`config.mk`:
```
export PLATFORM = sky130hd
export DESIGN_NAME = csr_startup
export DESIGN_NICKNAME = d
export VERILOG_FILES = /design/src/csr_pkg.sv /design/src/csr_startup.sv
export SDC_FILE = /design/constraint.sdc
export NUM_CORES = 1
export LEC_CHECK = 0
export ABC_AREA = 1
export BUFFER_PORTS_ARGS = -buffer_cell sky130_fd_sc_hd__buf_2
export CAP_MARGIN = 40
export CORE_MARGIN = 2
export CORE_UTILIZATION = 60
export CTS_CLUSTER_SIZE = 40
export DETAILED_ROUTE_END_ITERATION = 12
export PLACE_DENSITY = 0.83
export SLEW_MARGIN = 40
export SYNTH_ARGS = -nofsm -noshare
export SYNTH_HDL_FRONTEND = slang
export SYNTH_SLANG_ARGS = --single-unit
```
`constraint.sdc`:
```
create_clock -name pclk -period 2.1 [get_ports pclk]
set_input_delay 0.315 -clock pclk [delete_from_list [all_inputs] [get_ports pclk]]
set_output_delay 0.315 -clock pclk [all_outputs]
set_load 0.01 [all_outputs]
```
`src/csr_pkg.sv`:
```
/*
 * Shared constants for the configuration startup and readback sequencer:
 * APB register offsets, field positions, reset values and option encodings.
 * Assumes a 32-bit APB bus and a single 40 MHz clock.
 */
package csr_pkg;

   // ********************
   // Register offsets
   // ********************
   localparam logic [7:0] CSR_OPT_OFS = 8'h00;
   localparam logic [7:0] CSR_CTL_OFS = 8'h04;
   localparam logic [7:0] CSR_STAT_OFS = 8'h08;
   localparam logic [7:0] CSR_LEN_OFS = 8'h0c;
   localparam logic [7:0] CSR_RBD_OFS = 8'h10;

   // ********************
   // Option fields
   // ********************
   localparam int CSR_OPT_FIN_AFTER = 0;
   localparam int CSR_OPT_CLR_BEFORE = 1;
   localparam int CSR_OPT_ALIGN_FIN = 2;
   localparam int CSR_OPT_NOPULL = 3;
   localparam int CSR_OPT_RB_LO = 4;
   localparam int CSR_OPT_OSC_LO = 6;
   localparam logic [31:0] CSR_OPT_RST = 32'h0000_0000;

   // Readback modes, command is the default
   localparam logic [1:0] CSR_RB_COMMAND = 2'h0;
   localparam logic [1:0] CSR_RB_DISABLE = 2'h1;
   localparam logic [1:0] CSR_RB_ONCE = 2'h2;

   // Oscillator modes, disabled is the default
   localparam logic [1:0] CSR_OSC_OFF = 2'h0;
   localparam logic [1:0] CSR_OSC_ON = 2'h1;
   localparam logic [1:0] CSR_OSC_HALF = 2'h2;

   // ********************
   // Control fields
   // ********************
   localparam int CSR_CTL_LOAD = 0;
   localparam int CSR_CTL_CFG_DONE = 1;
   localparam logic [31:0] CSR_LEN_RST = 32'h0000_0000;

   typedef enum logic [4:0] {
      CSR_S_LOAD = 5'h01,
      CSR_S_STEP1 = 5'h02,
      CSR_S_STEP2 = 5'h04,
      CSR_S_STEP3 = 5'h08,
      CSR_S_USER = 5'h10
   } csr_state_t;

endpackage

```
`src/csr_startup.sv`:
```
/*
 * Configuration end-of-load sequencer with serial readback port.
 * Assumes: APB master on pclk; config clock, readback trigger and finish
 * pin arrive asynchronously and are synchronised here before use.
 */
// What this block does
// - Release finish pin one config clock before or after io blocks go active; when aligned to finish pin, once the length count is reached.
// - Drop internal clear one clock before or after io activation, after by default.
// - Readback starts only on rising edge of the readback trigger pin.
// - One config clock pulse per readback bit; bit shown on data output.
// - Readback mode: disabled, once, or on every command (default).
// - Once mode serves one readback, then ignores triggers until reconfigured.
// - Oscillator disabled, enabled, or enabled and halved; disabled by default.
// - Length count times the switch; align to count or to finish pin.
// - Finish pin is open drain; internal pull-up unless no-pull-up chosen.
`timescale 1ns/100ps
module csr_startup #(
   parameter int RB_LEN = 32
) (
   // APB
   input wire logic pclk,
   input wire logic presetn,
   input wire logic psel,
   input wire logic penable,
   input wire logic pwrite,
   input wire logic [7:0] paddr,
   input wire logic [31:0] pwdata,
   output logic [31:0] prdata,
   output logic pready,
   output logic pslverr,
   // Configuration link
   input wire logic config_clk,
   input wire logic config_data_in,
   input wire logic config_read_trigger_pin,
   output logic readback_data_out,
   // Finish pin, open drain
   input wire logic finish_pin_in,
   output logic finish_pin_out,
   output logic finish_pin_oe,
   output logic finish_pin_pullup_en,
   // Startup controls
   output logic io_block_active,
   output logic internal_clear,
   output logic low_during_load_output,
   // Crystal oscillator
   input wire logic xtal_in,
   output logic osc_enable,
   output logic osc_out
);

   // ********************
   // Synchronisers
   // ********************
   logic [2:0] sync1_q, sync2_q;
   logic cclk_prev_q, trig_prev_q;
   logic cclk_rise, trig_rise, fin_high;
   always_ff @(posedge pclk or negedge presetn) begin
      if (!presetn) begin
         sync1_q <= 3'h0;
         sync2_q <= 3'h0;
         cclk_prev_q <= 1'b0;
         trig_prev_q <= 1'b0;
      end else begin
         sync1_q <= {finish_pin_in, config_read_trigger_pin, config_clk};
         sync2_q <= sync1_q;
         cclk_prev_q <= sync2_q[0];
         trig_prev_q <= sync2_q[1];
      end
   end
   assign cclk_rise = sync2_q[0] & ~cclk_prev_q;
   assign trig_rise = sync2_q[1] & ~trig_prev_q;
   assign fin_high = sync2_q[2];

   // ********************
   // Registers
   // ********************
   logic [31:0] opt_q, opt_live_q, len_q, bitcnt_q;
   logic load_req_q, cfg_done_q;
   csr_pkg::csr_state_t state_q;
   logic apb_wr, apb_acc;
   assign apb_acc = psel & penable;
   assign apb_wr = apb_acc & pwrite;

   always_ff @(posedge pclk or negedge presetn) begin
      if (!presetn) begin
         opt_q <= csr_pkg::CSR_OPT_RST;
         len_q <= csr_pkg::CSR_LEN_RST;
      end else if (apb_wr && state_q == csr_pkg::CSR_S_LOAD) begin
         // Options only writable while loading, so user operation sees them fixed
         if (paddr == csr_pkg::CSR_OPT_OFS) opt_q <= pwdata;
         if (paddr == csr_pkg::CSR_LEN_OFS) len_q <= pwdata;
      end
   end

   always_ff @(posedge pclk or negedge presetn) begin
      if (!presetn) begin
         load_req_q <= 1'b0;
         cfg_done_q <= 1'b0;
      end else begin
         load_req_q <= apb_wr && paddr == csr_pkg::CSR_CTL_OFS && pwdata[csr_pkg::CSR_CTL_LOAD];
         if (apb_wr && paddr == csr_pkg::CSR_CTL_OFS)
            cfg_done_q <= pwdata[csr_pkg::CSR_CTL_CFG_DONE];
      end
   end

   logic [1:0] rb_mode, osc_mode;
   logic fin_after, clr_before, align_fin;
   assign fin_after = opt_live_q[csr_pkg::CSR_OPT_FIN_AFTER];
   assign clr_before = opt_live_q[csr_pkg::CSR_OPT_CLR_BEFORE];
   assign align_fin = opt_live_q[csr_pkg::CSR_OPT_ALIGN_FIN];
   assign rb_mode = opt_live_q[csr_pkg::CSR_OPT_RB_LO +: 2];
   assign osc_mode = opt_live_q[csr_pkg::CSR_OPT_OSC_LO +: 2];

   // ********************
   // Load and startup sequence
   // ********************
   logic len_reached, go_start, align_wait;
   // Bits counted on config clock edges; host is trusted to send stream order
   assign len_reached = bitcnt_q >= len_q;
   // Pending options decide here: the live copy still holds the last load
   assign go_start = opt_q[csr_pkg::CSR_OPT_ALIGN_FIN] ? (len_reached & fin_high) : len_reached;
   // Own driver lets go first, or the shared finish line could never rise
   assign align_wait = state_q == csr_pkg::CSR_S_LOAD && cfg_done_q && len_reached
                       && opt_q[csr_pkg::CSR_OPT_ALIGN_FIN];

   always_ff @(posedge pclk or negedge presetn) begin
      if (!presetn) begin
         state_q <= csr_pkg::CSR_S_LOAD;
         bitcnt_q <= 32'h0;
         opt_live_q <= csr_pkg::CSR_OPT_RST;
      end else if (load_req_q) begin
         state_q <= csr_pkg::CSR_S_LOAD;
         bitcnt_q <= 32'h0;
      end else begin
         unique case (state_q)
            csr_pkg::CSR_S_LOAD: begin
               if (cclk_rise) bitcnt_q <= bitcnt_q + 32'h1;
               if (cfg_done_q && go_start) begin
                  opt_live_q <= opt_q;
                  state_q <= csr_pkg::CSR_S_STEP1;
               end
            end
            csr_pkg::CSR_S_STEP1: if (cclk_rise) state_q <= csr_pkg::CSR_S_STEP2;
            csr_pkg::CSR_S_STEP2: if (cclk_rise) state_q <= csr_pkg::CSR_S_STEP3;
            csr_pkg::CSR_S_STEP3: if (cclk_rise) state_q <= csr_pkg::CSR_S_USER;
            csr_pkg::CSR_S_USER: ;
         endcase
      end
   end

   // Step2 is the io activation cycle; step1 before, step3 after
   logic in_s1p, in_s2p, in_s3p;
   assign in_s1p = state_q != csr_pkg::CSR_S_LOAD;
   assign in_s2p = in_s1p && state_q != csr_pkg::CSR_S_STEP1;
   assign in_s3p = in_s2p && state_q != csr_pkg::CSR_S_STEP2;

   always_ff @(posedge pclk or negedge presetn) begin
      if (!presetn) begin
         io_block_active <= 1'b0;
         internal_clear <= 1'b1;
         finish_pin_oe <= 1'b1;
         finish_pin_out <= 1'b0;
         finish_pin_pullup_en <= 1'b1;
         low_during_load_output <= 1'b0;
      end else begin
         io_block_active <= in_s2p;
         // Early release keeps loaders from fighting freshly active outputs
         // Finish alignment implies the early release, so no re-drive after the wait
         finish_pin_oe <= ~(align_wait | ((fin_after && !align_fin) ? in_s3p : in_s1p));
         finish_pin_out <= 1'b0;
         finish_pin_pullup_en <= ~opt_q[csr_pkg::CSR_OPT_NOPULL];
         // Late default lets outputs drive while flops are still cleared
         internal_clear <= ~(clr_before ? in_s1p : in_s3p);
         low_during_load_output <= ~in_s2p;
      end
   end

   // ********************
   // Readback
   // ********************
   logic rb_active_q, rb_used_q;
   logic [$clog2(RB_LEN+1)-1:0] rb_idx_q;
   logic rb_allowed;
   assign rb_allowed = rb_mode == csr_pkg::CSR_RB_COMMAND
                       || (rb_mode == csr_pkg::CSR_RB_ONCE && !rb_used_q);
   logic [RB_LEN-1:0] rb_shift_q;

   always_ff @(posedge pclk or negedge presetn) begin
      if (!presetn) begin
         rb_active_q <= 1'b0;
         rb_used_q <= 1'b0;
         rb_idx_q <= '0;
         rb_shift_q <= '0;
         readback_data_out <= 1'b0;
      end else if (load_req_q) begin
         rb_active_q <= 1'b0;
         rb_used_q <= 1'b0;
      end else if (!rb_active_q) begin
         if (state_q == csr_pkg::CSR_S_USER && trig_rise && rb_allowed) begin
            rb_active_q <= 1'b1;
            rb_used_q <= 1'b1;
            rb_idx_q <= '0;
            rb_shift_q <= opt_live_q[RB_LEN-1:0];
         end
      end else if (cclk_rise) begin
         readback_data_out <= rb_shift_q[RB_LEN-1];
         rb_shift_q <= {rb_shift_q[RB_LEN-2:0], 1'b0};
         rb_idx_q <= rb_idx_q + 1'b1;
         if (rb_idx_q == ($clog2(RB_LEN+1))'(RB_LEN - 1)) rb_active_q <= 1'b0;
      end
   end

   // ********************
   // Oscillator
   // ********************
   logic xtal_s1_q, xtal_s2_q, xtal_prev_q;
   always_ff @(posedge pclk or negedge presetn) begin
      if (!presetn) begin
         xtal_s1_q <= 1'b0;
         xtal_s2_q <= 1'b0;
         xtal_prev_q <= 1'b0;
         osc_out <= 1'b0;
         osc_enable <= 1'b0;
      end else begin
         xtal_s1_q <= xtal_in;
         xtal_s2_q <= xtal_s1_q;
         xtal_prev_q <= xtal_s2_q;
         osc_enable <= osc_mode != csr_pkg::CSR_OSC_OFF;
         if (osc_mode == csr_pkg::CSR_OSC_OFF) osc_out <= 1'b0;
         else if (osc_mode == csr_pkg::CSR_OSC_HALF) begin
            // Toggle on rising edges only: symmetric at half rate
            if (xtal_s2_q && !xtal_prev_q) osc_out <= ~osc_out;
         end else osc_out <= xtal_s2_q;
      end
   end

   // ********************
   // APB read
   // ********************
   always_ff @(posedge pclk or negedge presetn) begin
      if (!presetn) begin
         prdata <= 32'h0;
         pready <= 1'b0;
         pslverr <= 1'b0;
      end else begin
         pready <= psel & ~penable;
         pslverr <= 1'b0;
         if (psel && !penable) begin
            unique case (paddr)
               csr_pkg::CSR_OPT_OFS: prdata <= opt_q;
               csr_pkg::CSR_CTL_OFS: prdata <= {30'h0, cfg_done_q, 1'b0};
               csr_pkg::CSR_STAT_OFS: prdata <= {24'h0, rb_used_q, rb_active_q, fin_high, state_q};
               csr_pkg::CSR_LEN_OFS: prdata <= len_q;
               csr_pkg::CSR_RBD_OFS: prdata <= bitcnt_q;
               default: begin
                  prdata <= 32'h0;
                  pslverr <= 1'b1;
               end
            endcase
         end
      end
   end

endmodule // csr_startup

```
==> run summary <==
HPWL Detailed - 21.1 mm
Failing checks - negative setup slack
Yosys Warn Count - 0
Vias - 10100
Area Overhead vs Synth - 22.6%
Pwr/cell area - 756 nW/µm²
Mapped Cells - 1343
Pins over their slew limit - 0
TritonCTS Buffers - 24
# clock sinks - 228
Part of the cycle the worst path needs - 1.07
Initial antenna violation count - 0
GRT Overall Usage - 0.298
Synth top area cells - dfrtp_1, nand2_1, o21ai_0
Unrepaired setup endpoints after global routing - true
Count leader, synth - nand2_1
Avg Cell Area, Syn - 8.37 µm²
Antenna fix cells - 0
Post-Synthesis Cell Area - 11200 µm²
Leak Pwr - 6.50 nW
Synth top cells by count - nand2_1, dfrtp_1, inv_1
CTS tree - yes
Fill cells - 1294
Die X - 141 µm
Initial DRC Count - 912
Max-slew headroom - 0.571
Worst slew pin tran - 643 ps
Clk buf depth - 3
Area after DPL - 12400 µm²
Grt ovf - 0
Worst setup SP type - register
Area of the core - 18500 µm²
Synth area leader - dfrtp_1
Setup violators final - 35
Status - complete, but fails checks
Achievable frequency - 445 MHz
Fin crit period - 2250 ps
Residual DRC - 0
FP Rows - 50
Setup Skew - 12.1 ps
Max Cap Viol - 0
Type of the worst min-delay path - input port to register
PortBufs - 90
Design area - 13800 µm²
Top sig layer - met4
Wire per inst - 18.3 µm
Setup ws final - -146 ps
Vias in the first global route - 9414
H-tree depth - 1
ANT nets after route - 0
Fin Hold WS - 41.7 ps
DIE AREA - 19900 µm²
CTS root buf - clkbuf_16
Post-synth cell types - 44
EDFF count, synth - 0
CP Class - register to register
Max FO, Critical Path - 5
Fraction of layout cells with a size suffix above 1 - 0.227
Global placement routability congestion - 0.957
Worst-Skew Late Latency - 530 ps
Ys flop type - dfrtp_1
Hold Fails Final Rpt - 0
TritonRoute pass-1 iters - 5
Seq/Total Area, Yosys - 0.508
Final Core Density - 0.745
Async SR Flop Fraction - 1.00
Number of synthesized register bits - 228
Die height - 141 µm
Peak VDD IR - 711 µV
Reg2reg setup slack - -150 ps
WP data required - 2510 ps
Starting density of the core - 0.607
CTS clock-pin slew for the worst setup and hold paths - 70 ps
Post-synth net total - 1427
Met2 WL - 15.5 mm
DRT met1 WL - 12.8 mm
CP endpoint kind - register
IO Count - 93
Yosys top cell area share - 0.498
Vias per cell - 5.77
Final WL - 32.0 mm
Nets - 1583
First-pass GRT wire length - 46.9 mm
CP arrival - 2660 ps
Final Power - 10.4 mW
Largest net degree at the start of global routing - 65
Met3 WL - 2.53 mm
-- cell usage in the layout (no fill, tap or decap), types with 3 or more instances in the layout --
| cell type | instances |
|---|---|
| clkinv_2 | 6 |
| clkinvlp_4 | 3 |
| o21ai_1 | 25 |
| inv_1 | 188 |
| clkbuf_16 | 30 |
| or2_2 | 5 |
| nor2_2 | 22 |
| buf_12 | 8 |
| nor3_1 | 15 |
| xor2_1 | 10 |
| dfrtp_1 | 224 |
| nor2_1 | 65 |
| a31oi_1 | 8 |
| a31oi_2 | 10 |
| o21ai_2 | 14 |
| nor2_4 | 9 |
| nand4_1 | 21 |
| buf_2 | 89 |
| buf_4 | 72 |
| nand2_1 | 285 |
| o21ai_0 | 137 |
| nor3_2 | 4 |
| ha_4 | 5 |
| nand2_4 | 8 |
| dfstp_2 | 4 |
| o21a_1 | 4 |
| buf_6 | 4 |
| o31ai_1 | 9 |
| a21oi_1 | 45 |
| nand3_1 | 33 |
| inv_2 | 6 |
| dlygate4sd3_1 | 5 |
| nand2_2 | 30 |
| o22ai_1 | 33 |
| o211ai_1 | 16 |
| ha_1 | 29 |
| clkbuf_1 | 5 |
| bufinv_16 | 3 |
| nand4_2 | 3 |
-- logic make-up after synthesis --
kind of cell | after synthesis | synth area share
compound gates | 312 | 0.161
xor+xnor | 11 | 0.00857
fa+ha+maj | 34 | 0.0378
buf+inv | 250 | 0.0880
flops | 228 | 0.508
other cells | 1 | 0.000333
simple gates | 507 | 0.197
-- timing repair --
| item | 4_1_cts | 5_1_grt |
|---|---|---|
| setup buffers | 0 | 6 |
| gates resized for setup | 9 | 96 |
| setup endpoints to repair | 34 | 39 |
| cloned | 0 | 10 |
| hold buffers | 5 | 0 |
| hold endpoints to repair | 51 | 0 |
| pin swaps | 1 | 12 |
-- path summary, 6_finish.rpt --
| kind | startpoint | endpoint | cells past startpoint |
|---|---|---|---|
| setup / recovery | bitcnt_q[22] | opt_live_q[17] | 12 |
| hold / removal | pwdata[10] | len_q[10] | 3 |
| setup reg to reg | bitcnt_q[22] | opt_live_q[17] | 12 |
| hold reg to reg | xtal_s1_q | xtal_s2_q | 0 |
| max in group asynchronous | presetn | opt_q[9] | 3 |
| min in group asynchronous | presetn | osc_enable | 2 |
-- critical path, stage by stage (launching register included) --
cell and delay [ps]:
dfrtp_1 420, ha_1 320, nand2_2 80, nor2_4 110, nand4_1 190, nor2_2 210, nand2_1 90, nand2_2 120
nand3_4 100, clkbuf_16 200, clkbuf_16 160, nand2_2 50, o21ai_1 70
-- registers in the layout, summed over array words and instances, names as in the netlist, 5 cells and up --
register    count
len_q          32
bitcnt_q       32
opt_q          32
prdata         32
rb_idx_q        6
state_q         5
opt_live_q     32
rb_shift_q     32
-- routing by layer --
layer  track usage  vias up
met1         0.413     4839
met2         0.499      469
li1              -     4705
met3        0.0459       98
met5             0        -
met4        0.0779        0
-- where the power goes --
group          switching, mW  leakage [nW]  internal [mW]  total, mW
sequential             0.168          3.13           4.62       4.79
combinational          0.811          2.98          0.456       1.27
clock                   1.80         0.389           2.56       4.36
total                   2.78          6.50           7.64       10.4
-- metrics by stage --
| step | setup WS, ps | instances | TNS, ps |
|---|---|---|---|
| 2_1_floorplan | 172 | 1343 | 0 |
| 3_3_place_gp | 44.2 | 1686 | 0 |
| 3_5_place_dp | -40.7 | 1686 | -164 |
| 4_1_cts | 0.139 | 1735 | 0 |
| 5_1_grt | -220 | 1751 | -6390 |
| 6_report | -146 | 1751 | -3650 |
-- area by class of cell --
class / instances / area, µm² / area share
repair buffers: 186 / 1420 / 0.103
multi-input cells: 865 / 4830 / 0.350
well taps: 234 / 293 / 0.0212
clock inverters: 13 / 159 / 0.0115
inverters: 194 / 728 / 0.0528
clock buffers: 31 / 647 / 0.0469
flip-flops and latches: 228 / 5710 / 0.414
No activity file was read; power rests on OpenSTA's default activity.
